## config.mk

```make
export PLATFORM = sky130hd
export DESIGN_NAME = dcc_top
export DESIGN_NICKNAME = d
export VERILOG_FILES = /design/src/hw/dcc_pkg.sv /design/src/hw/dcc_gate_if.sv /design/src/hw/dcc_gate.sv /design/src/hw/dcc_top.sv
export SDC_FILE = /design/constraint.sdc
export NUM_CORES = 1
export LEC_CHECK = 0
export BUFFER_PORTS_ARGS = -buffer_cell sky130_fd_sc_hd__buf_2
export CAP_MARGIN = 40
export CORE_MARGIN = 5
export CORE_UTILIZATION = 30
export DETAILED_ROUTE_END_ITERATION = 8
export GPL_TIMING_DRIVEN = 0
export PLACE_DENSITY = 0.71
export RECOVER_POWER = 50
export SYNTH_ARGS = -nofsm -noshare
export SYNTH_HDL_FRONTEND = slang
export SYNTH_SLANG_ARGS = --single-unit
export TNS_END_PERCENT = 5
```

## constraint.sdc

```tcl
create_clock -name SYS_CLK -period 2.5 [get_ports SYS_CLK]
set_clock_uncertainty 0.15 [all_clocks]
set_input_delay 0.25 -clock SYS_CLK [delete_from_list [all_inputs] [get_ports SYS_CLK]]
set_output_delay 0.25 -clock SYS_CLK [all_outputs]
set_load 0.02 [all_outputs]
```

## src/hw/dcc_pkg.sv

```systemverilog
// Purpose: constants for the dual comparator control block
// Assumes: APB slave with 32-bit data, one word per register
// Notes:   register offsets are byte addresses
package dcc_pkg;
    // ------------------------------------------------------------
    // register map
    // ------------------------------------------------------------
    localparam logic [7:0] OFF_CONFIG     = 8'h00;
    localparam logic [7:0] OFF_AUX_CONFIG = 8'h04;
    localparam logic [7:0] OFF_IRQ_STATUS = 8'h08;
    localparam logic [7:0] OFF_IRQ_MASK   = 8'h0C;
    localparam logic [7:0] OFF_COMP_IN    = 8'h10;
    // ------------------------------------------------------------
    // field positions
    // ------------------------------------------------------------
    localparam int BIT_B_OUT   = 7;
    localparam int BIT_A_OUT   = 6;
    localparam int BIT_B_INV   = 5;
    localparam int BIT_A_INV   = 4;
    localparam int BIT_IN_SW   = 3;
    localparam int BIT_GSS     = 1;
    localparam int BIT_SYNC    = 0;
    // ------------------------------------------------------------
    // reset values and mode codes
    // ------------------------------------------------------------
    localparam logic [5:0] RST_CONFIG_RW = 6'h00;
    localparam logic [1:0] RST_AUX       = 2'h2;
    localparam logic [2:0] MODE_RESET    = 3'h0;
    localparam logic [2:0] MODE_MUX_A    = 3'h1;
    localparam logic [2:0] MODE_MUX_AB   = 3'h2;
    localparam logic [2:0] MODE_OFF      = 3'h7;
endpackage

```

## src/hw/dcc_gate_if.sv

```systemverilog
// Purpose: carries comparator b output and gate controls to the gate unit
// Assumes: single clock domain
// Notes:   none
`timescale 1ns/1ps
interface dcc_gate_if;
    logic comp_b_out;
    logic gate_pin;
    logic gss;
    logic sync_en;
    logic tclk;
    logic gate;
    modport ctrl (output comp_b_out, gate_pin, gss, sync_en, tclk, input gate);
    modport unit (input comp_b_out, gate_pin, gss, sync_en, tclk, output gate);
endinterface

```

## src/hw/dcc_gate.sv

```systemverilog
// Purpose: timer gate source selection and optional synchronisation
// Assumes: timer clock source is sampled as a level on SYS_CLK
// Notes:   latches comparator b on every falling timer clock edge, used when sync enabled
`timescale 1ns/1ps
module dcc_gate
(
    input  wire logic      clk,
    input  wire logic      arst_n,
    dcc_gate_if.unit       gif
);
    typedef struct packed
    {
        logic tclk_d;
        logic b_latched;
    } dcc_gate_state_t;

    dcc_gate_state_t st_reg;
    dcc_gate_state_t st_next;

    always_comb
    begin
        st_next        = st_reg;
        st_next.tclk_d = gif.tclk;
        // falling edge latch avoids racing the rising-edge increment
        if (st_reg.tclk_d && !gif.tclk)
        begin
            st_next.b_latched = gif.comp_b_out;
        end
    end

    always_ff @(posedge clk or negedge arst_n)
    begin
        if (!arst_n)
        begin
            st_reg <= '0;
        end
        else
        begin
            st_reg <= st_next;
        end
    end

    assign gif.gate = gif.gss ? gif.gate_pin
                    : (gif.sync_en ? st_reg.b_latched : gif.comp_b_out);
endmodule

```

## src/hw/dcc_top.sv

```systemverilog
// Purpose: register and control logic around two analog comparators
// Assumes: comparator raw results and timer clock arrive synchronous to SYS_CLK
// Notes:   list below names each rule the logic carries
// Function
// - reset returns both configuration registers
// - mode field resets to 000
// - output bits reflect comparison, inversion applied
// - inversion bits invert comparator outputs
// - gate select clear: comparator b gates timer
// - input switch steers inverting input, modes 001/010
// - mismatch sets flag until access or revert
// - sync latches b on falling timer clock
// - gate select 0 comparator b, 1 pin
`timescale 1ns/1ps
module dcc_top
(
    input  wire logic        SYS_CLK,
    input  wire logic        ARST_N,
    input  wire logic        PSEL,
    input  wire logic        PENABLE,
    input  wire logic        PWRITE,
    input  wire logic [7:0]  PADDR,
    input  wire logic [31:0] PWDATA,
    output logic      [31:0] PRDATA,
    output logic             PREADY,
    output logic             PSLVERR,
    input  wire logic        COMP_A_RAW,
    input  wire logic        COMP_B_RAW,
    input  wire logic        TIMER_CLK_SRC,
    input  wire logic        GATE_PIN,
    output logic             TIMER_GATE,
    output logic [2:0]       COMP_MODE,
    output logic             COMP_ENABLE,
    output logic             INPUT_SWITCH,
    output logic             COMP_A_OUT,
    output logic             COMP_B_OUT,
    output logic             IRQ
);
    // ------------------------------------------------------------
    // state
    // ------------------------------------------------------------
    typedef struct packed
    {
        logic       b_inv;
        logic       a_inv;
        logic       in_sw;
        logic [2:0] mode;
        logic       gss;
        logic       sync_en;
        logic [1:0] snap;
        logic [1:0] out_q;
        logic       irq_stat;
        logic       irq_mask;
        logic [31:0] rdata;
    } dcc_state_t;

    dcc_state_t st_reg;
    dcc_state_t st_next;

    logic       setup;
    logic       access;
    logic       mapped;
    logic [1:0] outs;
    logic       mismatch;
    logic       cfg_touch;

    dcc_gate_if gif ();

    function automatic logic is_mapped(input logic [7:0] a);
        is_mapped = (a == dcc_pkg::OFF_CONFIG) || (a == dcc_pkg::OFF_AUX_CONFIG)
                 || (a == dcc_pkg::OFF_IRQ_STATUS) || (a == dcc_pkg::OFF_IRQ_MASK)
                 || (a == dcc_pkg::OFF_COMP_IN);
    endfunction

    assign setup     = PSEL && !PENABLE;
    assign access    = PSEL && PENABLE;
    assign mapped    = is_mapped(PADDR);
    // comparators are off in modes 000 and 111, so outputs read zero then
    assign COMP_ENABLE = (st_reg.mode != dcc_pkg::MODE_RESET)
                      && (st_reg.mode != dcc_pkg::MODE_OFF);
    assign outs      = COMP_ENABLE ? {COMP_B_RAW ^ st_reg.b_inv,
                                      COMP_A_RAW ^ st_reg.a_inv} : 2'h0;
    assign cfg_touch = setup && (PADDR == dcc_pkg::OFF_CONFIG);
    assign mismatch  = (st_reg.out_q != st_reg.snap);

    // ------------------------------------------------------------
    // next state
    // ------------------------------------------------------------
    always_comb
    begin
        st_next       = st_reg;
        st_next.out_q = outs;
        // read or write of config refreshes the snapshot
        if (cfg_touch)
        begin
            st_next.snap = outs;
        end
        if (setup && !PWRITE)
        begin
            unique case (PADDR)
                dcc_pkg::OFF_CONFIG:
                    st_next.rdata = {24'h0, outs, st_reg.b_inv, st_reg.a_inv,
                                     st_reg.in_sw, st_reg.mode};
                dcc_pkg::OFF_AUX_CONFIG:
                    st_next.rdata = {30'h0, st_reg.gss, st_reg.sync_en};
                dcc_pkg::OFF_IRQ_STATUS:
                    st_next.rdata = {31'h0, st_reg.irq_stat};
                dcc_pkg::OFF_IRQ_MASK:
                    st_next.rdata = {31'h0, st_reg.irq_mask};
                dcc_pkg::OFF_COMP_IN:
                    st_next.rdata = {30'h0, COMP_B_RAW, COMP_A_RAW};
                default:
                    st_next.rdata = 32'h0;
            endcase
        end
        if (access && PWRITE)
        begin
            unique case (PADDR)
                dcc_pkg::OFF_CONFIG:
                begin
                    // output bits are read only and are not stored
                    st_next.b_inv = PWDATA[dcc_pkg::BIT_B_INV];
                    st_next.a_inv = PWDATA[dcc_pkg::BIT_A_INV];
                    st_next.in_sw = PWDATA[dcc_pkg::BIT_IN_SW];
                    st_next.mode  = PWDATA[2:0];
                end
                dcc_pkg::OFF_AUX_CONFIG:
                begin
                    st_next.gss     = PWDATA[dcc_pkg::BIT_GSS];
                    st_next.sync_en = PWDATA[dcc_pkg::BIT_SYNC];
                end
                dcc_pkg::OFF_IRQ_STATUS:
                begin
                    if (PWDATA[0])
                    begin
                        st_next.irq_stat = 1'b0;
                    end
                end
                dcc_pkg::OFF_IRQ_MASK:
                    st_next.irq_mask = PWDATA[0];
                default:
                begin
                end
            endcase
        end
        // set beats clear; a persisting mismatch keeps the flag up
        if (mismatch)
        begin
            st_next.irq_stat = 1'b1;
        end
    end

    // ------------------------------------------------------------
    // registers
    // ------------------------------------------------------------
    always_ff @(posedge SYS_CLK or negedge ARST_N)
    begin
        if (!ARST_N)
        begin
            st_reg         <= '0;
            {st_reg.b_inv, st_reg.a_inv, st_reg.in_sw} <= dcc_pkg::RST_CONFIG_RW[5:3];
            st_reg.mode    <= dcc_pkg::MODE_RESET;
            {st_reg.gss, st_reg.sync_en} <= dcc_pkg::RST_AUX;
        end
        else
        begin
            st_reg <= st_next;
        end
    end

    // ------------------------------------------------------------
    // outputs
    // ------------------------------------------------------------
    assign PREADY       = 1'b1;
    assign PSLVERR      = access && !mapped;
    assign PRDATA       = st_reg.rdata;
    assign COMP_MODE    = st_reg.mode;
    // input switch only matters in the two multiplexed modes
    assign INPUT_SWITCH = st_reg.in_sw && ((st_reg.mode == dcc_pkg::MODE_MUX_A)
                        || (st_reg.mode == dcc_pkg::MODE_MUX_AB));
    assign COMP_A_OUT   = st_reg.out_q[0];
    assign COMP_B_OUT   = st_reg.out_q[1];
    assign IRQ          = st_reg.irq_stat && st_reg.irq_mask;

    assign gif.comp_b_out = st_reg.out_q[1];
    assign gif.gate_pin   = GATE_PIN;
    assign gif.gss        = st_reg.gss;
    assign gif.sync_en    = st_reg.sync_en;
    assign gif.tclk       = TIMER_CLK_SRC;
    assign TIMER_GATE     = gif.gate;

    dcc_gate u_gate
    (
        .clk    (SYS_CLK),
        .arst_n (ARST_N),
        .gif    (gif)
    );
endmodule

```

Word-level counts from Yosys, hierarchy flattened --
Cells that the tools add are included.
Word-level totals: bits in registers 48, output and inout bits 43, logic and storage cells 60
Operators by class: equal/unequal tests 8, muxes and demuxes 9, bitwise gates (word level) 2, reductions and logical operators 28
Operators with widths (number):
- 8-bit case mux with 5 select lines | 1
- 8-bit by 4-bit equality test with 1-bit output (second input constant) | 2
- 1-bit logical AND | 10
- 8-bit by 3-bit equality test with 1-bit output (second input constant) | 1
- 8-bit by 5-bit equality test with 1-bit output (second input constant) | 1
- 8-bit zero test | 1
- 1-bit two-way mux | 6
- 2-bit AND reduction | 3
- 2-bit nonzero test | 3
- 1-bit logical OR | 5
- 1-bit zero test | 4
- 2-bit two-way mux | 2
- 3-bit by 1-bit equality test with 1-bit output (second input constant) | 1
- 3-bit by 2-bit equality test with 1-bit output (second input constant) | 1
- 3-bit != test (second input constant) | 1
- 3-bit AND reduction | 1
- 3-bit nonzero test | 1
- 2-bit != test | 1
- 1-bit XOR | 2

Logic depth before layout (Yosys ltp) --
word-level depth 7, gate-level depth with buffers 5, depth with buffers taken out 4

Cells and area by module --
A second synthesis with hierarchy kept.
Second synthesis, totals: cell total of the unflattened synthesis 141, area, all modules 1487.7 µm²
By module, submodules not included:
- dcc_top | instances 1, cells each 134, area each 1390.1 µm², seq. area each 551.8 µm²
- dcc_gate | instances 1, cells each 7, area each 97.6 µm², seq. area each 50.0 µm²

Worst setup path after synthesis --
Ideal clock, no wire load.
path kind input to register, start point in PADDR[5], end point reg st_reg[36] (netlist bit), data arrival time 1416 ps, slack 809 ps, stages on the path 4, buffers on the path 0, path through nor3_2 nand2_2 or4_4 mux2_4
Between the ends: cells in the longest elaborated chain, start to end 2
Ends and longest elaborated chain:
- from (decl) | line dcc_top.sv:22 | input wire logic [7:0] PADDR,
- 8-bit zero test | line dcc_top.sv:83 | assign cfg_touch = setup && (PADDR == dcc_pkg::OFF_CONFIG);
- 1-bit logical AND | line dcc_top.sv:83
- to (signal assigned) | line dcc_top.sv:167 | st_reg <= st_next;
- to (decl) | line dcc_top.sv:57 | dcc_state_t st_reg;
Every way passes these cells. A chain may end at the register's enable or synchronous reset.

Final worst setup path --
start point in PADDR[5], end point reg st_reg[44] (netlist bit)
Between the ends: cells in the longest elaborated chain, start to end 2
Ends and longest elaborated chain:
- 8-bit zero test | line dcc_top.sv:118 | unique case (PADDR)
- 2-bit AND reduction (no source line)
Every way passes these cells.

==> summary.md <==
| Metric | Value |
|---|---|
| Switching share of power | 26.2% |
| Worst Hold Class | input port to register |
| Rel. slew slack | 15.6% |
| Worst-Margin Slew | 1270 ps |
| Multiplexer share of the synthesized area | 12.7% |
| Setup crit start kind | input port |
| Crit Path Max Fanout | 6 |
| Status | finished, final reports clean |
| Rows | 25 |
| Synth area leader | dfrtp_1 |
| Hold WS | 49.9 ps |
| Global-route wire length before repair | 4.94 mm |
| P&R area growth vs syn | 28.3% |
| Sequential cell fraction of total power | 52.0% |
| Final Critical Period | 1810 ps |
| DP Cell Count | 251 |
| DRT iter0 DRCs | 34 |
| Die footprint | 0.00630 mm2 |
| Initial core utilization | 30.7% |
| Clock share of power | 30.1% |
| Number of global-route vias before repair | 1081 |
| Gate Count Post-Synth | 134 |
| Synth Warn # | 0 |
| Hold Fails Final Rpt | 0 |
| RSZ-0062 raised after global routing | false |
| Most common cell after layout, fill and taps aside | buf_4 |
| Non-Filler Instances | 257 |
| Remaining antenna violation count | 0 |
| Mean area per synthesized cell | 10.8 um2 |
| Largest net degree at the start of global routing | 25 |
| Arrival time worst endpoint | 1810 ps |
| Share of cells above drive strength 1 | 41.4% |
| Setup ws final | 686 ps |
| Netlist Area Pre-Place | 0.00144 mm2 |
| Synth Flop Type | dfrtp_1 |
| Total CTS buffers | 3 |
| Main combinational cell family by area after synthesis | buffers and inverters |
| Initial antenna violation count | 0 |
| #FFs+latches synth | 24 |
| Simple-gate share of the synthesized area | 15.0% |
| Crit path required time | 2500 ps |
| Total gr overflow | 0 |
| Met3 wire length | 169 um |
| Top layer in use | met4 |
| Core area | 0.00469 mm2 |
| Gate power share | 18.0% |
| Die Y | 79.3 um |
| Synth cell types | 35 |
| Vias/cell | 4.05 |
| CTS tree | built |
| Max IR drop VDD | 0.167 mV |
| Ys async rst share | 100% |
| CTS Root Cell | clkbuf_8 |
| Number of setup buffers added after CTS | 0 |
| Bufs on Longest Clock Path | 2 |
| WL/cell | 11.6 um |
| Maxcap violations | 0 |
| Die X | 79.3 um |
| Final wirelength | 2.98 mm |
| Clock sinks | 24 |
| Met2 Wirelength | 1.63 mm |
| Most frequent cells in the layout | buf_4 (36), buf_2 (35), conb_1 (25) |
| Leak | 1.00 nW |
| Metal-1 WL | 1.13 mm |
| DR vias | 1042 |
| Port bufs | 40 |
| Top-level I/O count | 92 |
| 1st-pass router iterations | 4 |
| Largest cells by area after synthesis | dfrtp_1 (40%), buf_4 (19%), mux2_1 (7.0%), a22o_1 (3.6%), xnor2_1 (3.0%) |
| Kind of end point of the critical path | register |
| XOR/XNOR share of the synthesized area | 3.04% |
| Max frequency | 551 MHz |
| Pins Over Slew Limit | 0 |
| Post-synthesis adder-cell area fraction | 0% |
| DRC Markers | 0 |
| Final nets | 253 |
| Setup tns final | 0 ps |
| PostCTS Resize Cnt | 0 |
| EDFF count, synth | 0 |
| CTS H-Tree Depth | 1 |
| Power Internal | 0.000563 W |
| Dpl ws | 560 ps |
| Period Utilization, post-route | 72.5% |
| Synth Area in Compound Gates | 7.20% |
| CTS clock-pin slew for the worst setup and hold paths | 80 ps |
| Final-layout fill cell count | 487 |
| Ant diodes | 0 |
| Worst-Skew Late Latency | 260 ps |
| All-Layer GR Usage | 9.86% |
| Seq/Total Area, Yosys | 41.7% |
| Pwr dens | 412 mW/mm2 |
| Gp weighted congestion | 0.772 |
| Synth top area share | 39.9% |
| DP HPWL | 2.47 mm |
| Final setup viols | 0 |
| Total power | 0.000763 W |
| Crit path kind | input port to register |
| P_sw | 0.000200 W |
| Number of flip-flops in the largest register | 8 |
==> final timing paths <==
kind | slack, ps | end | depth (start not counted) | start
worst max-delay path | 690 | st_reg[44]$_DFFE_PN0P_ | 5 | PADDR[5]
worst min-delay path | 50 | COMP_MODE[2]$_DFFE_PN0P_ | 2 | PWDATA[2]
worst max register to register | 960 | st_reg[37]$_DFFE_PN0P_ | 4 | COMP_MODE[2]$_DFFE_PN0P_
worst min register to register | 350 | PRDATA[1]$_DFFE_PN0P_ | 2 | PRDATA[1]$_DFFE_PN0P_
max in group asynchronous | 830 | PRDATA[1]$_DFFE_PN0P_ | 2 | ARST_N
min in group asynchronous | 630 | COMP_MODE[2]$_DFFE_PN0P_ | 2 | ARST_N
==> worst max-delay path, cell delays in order <==
cell and delay [ps]:
buf_2 100, nor3_1 450, nand2_2 160, nor3_2 470
mux2_1 380
==> cells by family (layout without fill, tap and decap cells) <==
group | after synthesis | after routing
flip-flops | 24 | 24
buffers and inverters | 40 | 86
AO/OA/AOI/OAI | 15 | 15
XOR/XNOR | 5 | 5
AND/OR/NAND/NOR | 32 | 32
multiplexers | 16 | 16
other | 2 | 25
==> synth_stat cells (2+ instances only) <==
| library cell | n |
|---|---|
| nand2b_1 | 2 |
| nor2_1 | 4 |
| dfrtp_1 | 23 |
| mux2i_1 | 4 |
| o21ai_0 | 3 |
| mux2_4 | 2 |
| or3_1 | 3 |
| xnor2_1 | 5 |
| o21ai_1 | 2 |
| a22o_1 | 6 |
| conb_1 | 2 |
| nand4_1 | 3 |
| mux2_1 | 9 |
| o31ai_1 | 2 |
| inv_1 | 2 |
| nand3_1 | 2 |
| buf_4 | 36 |
| nand3b_1 | 2 |
| nor3_2 | 2 |
| nand2_1 | 5 |
==> layer usage <==
layer	up-vias	track usage (%)
met2	21	18.2
met5	-	0
met4	0	4.12
met3	5	2.27
li1	550	-
met1	466	10.7
==> area by class of cell <==
| class | instances | area (um2) | share of cell area [%] |
|---|---|---|---|
| clock buffers | 4 | 45.0 | 2.43 |
| plain buffers | 38 | 279 | 15.1 |
| repair buffers | 42 | 214 | 11.6 |
| multi-input cells | 93 | 636 | 34.3 |
| well taps | 54 | 67.6 | 3.65 |
| inverters | 2 | 7.51 | 0.406 |
| flip-flops and latches | 24 | 602 | 32.5 |
==> power groups by stage <==
stage / sequential (W) / combinational, W / clock (W)
3_3_place_gp: 0.000404 / 0.000134 / 0
4_1_cts: 0.000396 / 0.000138 / 0.000240
5_1_grt: 0.000397 / 0.000151 / 0.000255
3_5_place_dp: 0.000404 / 0.000135 / 0
2_1_floorplan: 0.000404 / 0.0000933 / 0
6_report: 0.000396 / 0.000137 / 0.000230
==> what timing repair did <==
item,4_1_cts,5_1_grt
setup endpoints to repair,0,0
hold endpoints to repair,24,0
hold buffers,2,0
==> metrics by stage <==
stage / utilization (%) / instance area, um2
detailed placement: 38.3 / 1800
finish: 39.4 / 1850
global placement: 38.3 / 1800
CTS: 39.7 / 1860
floorplan: - / 1530
global route: 39.4 / 1850
Note: power is estimated with default switching activity, not from simulation.
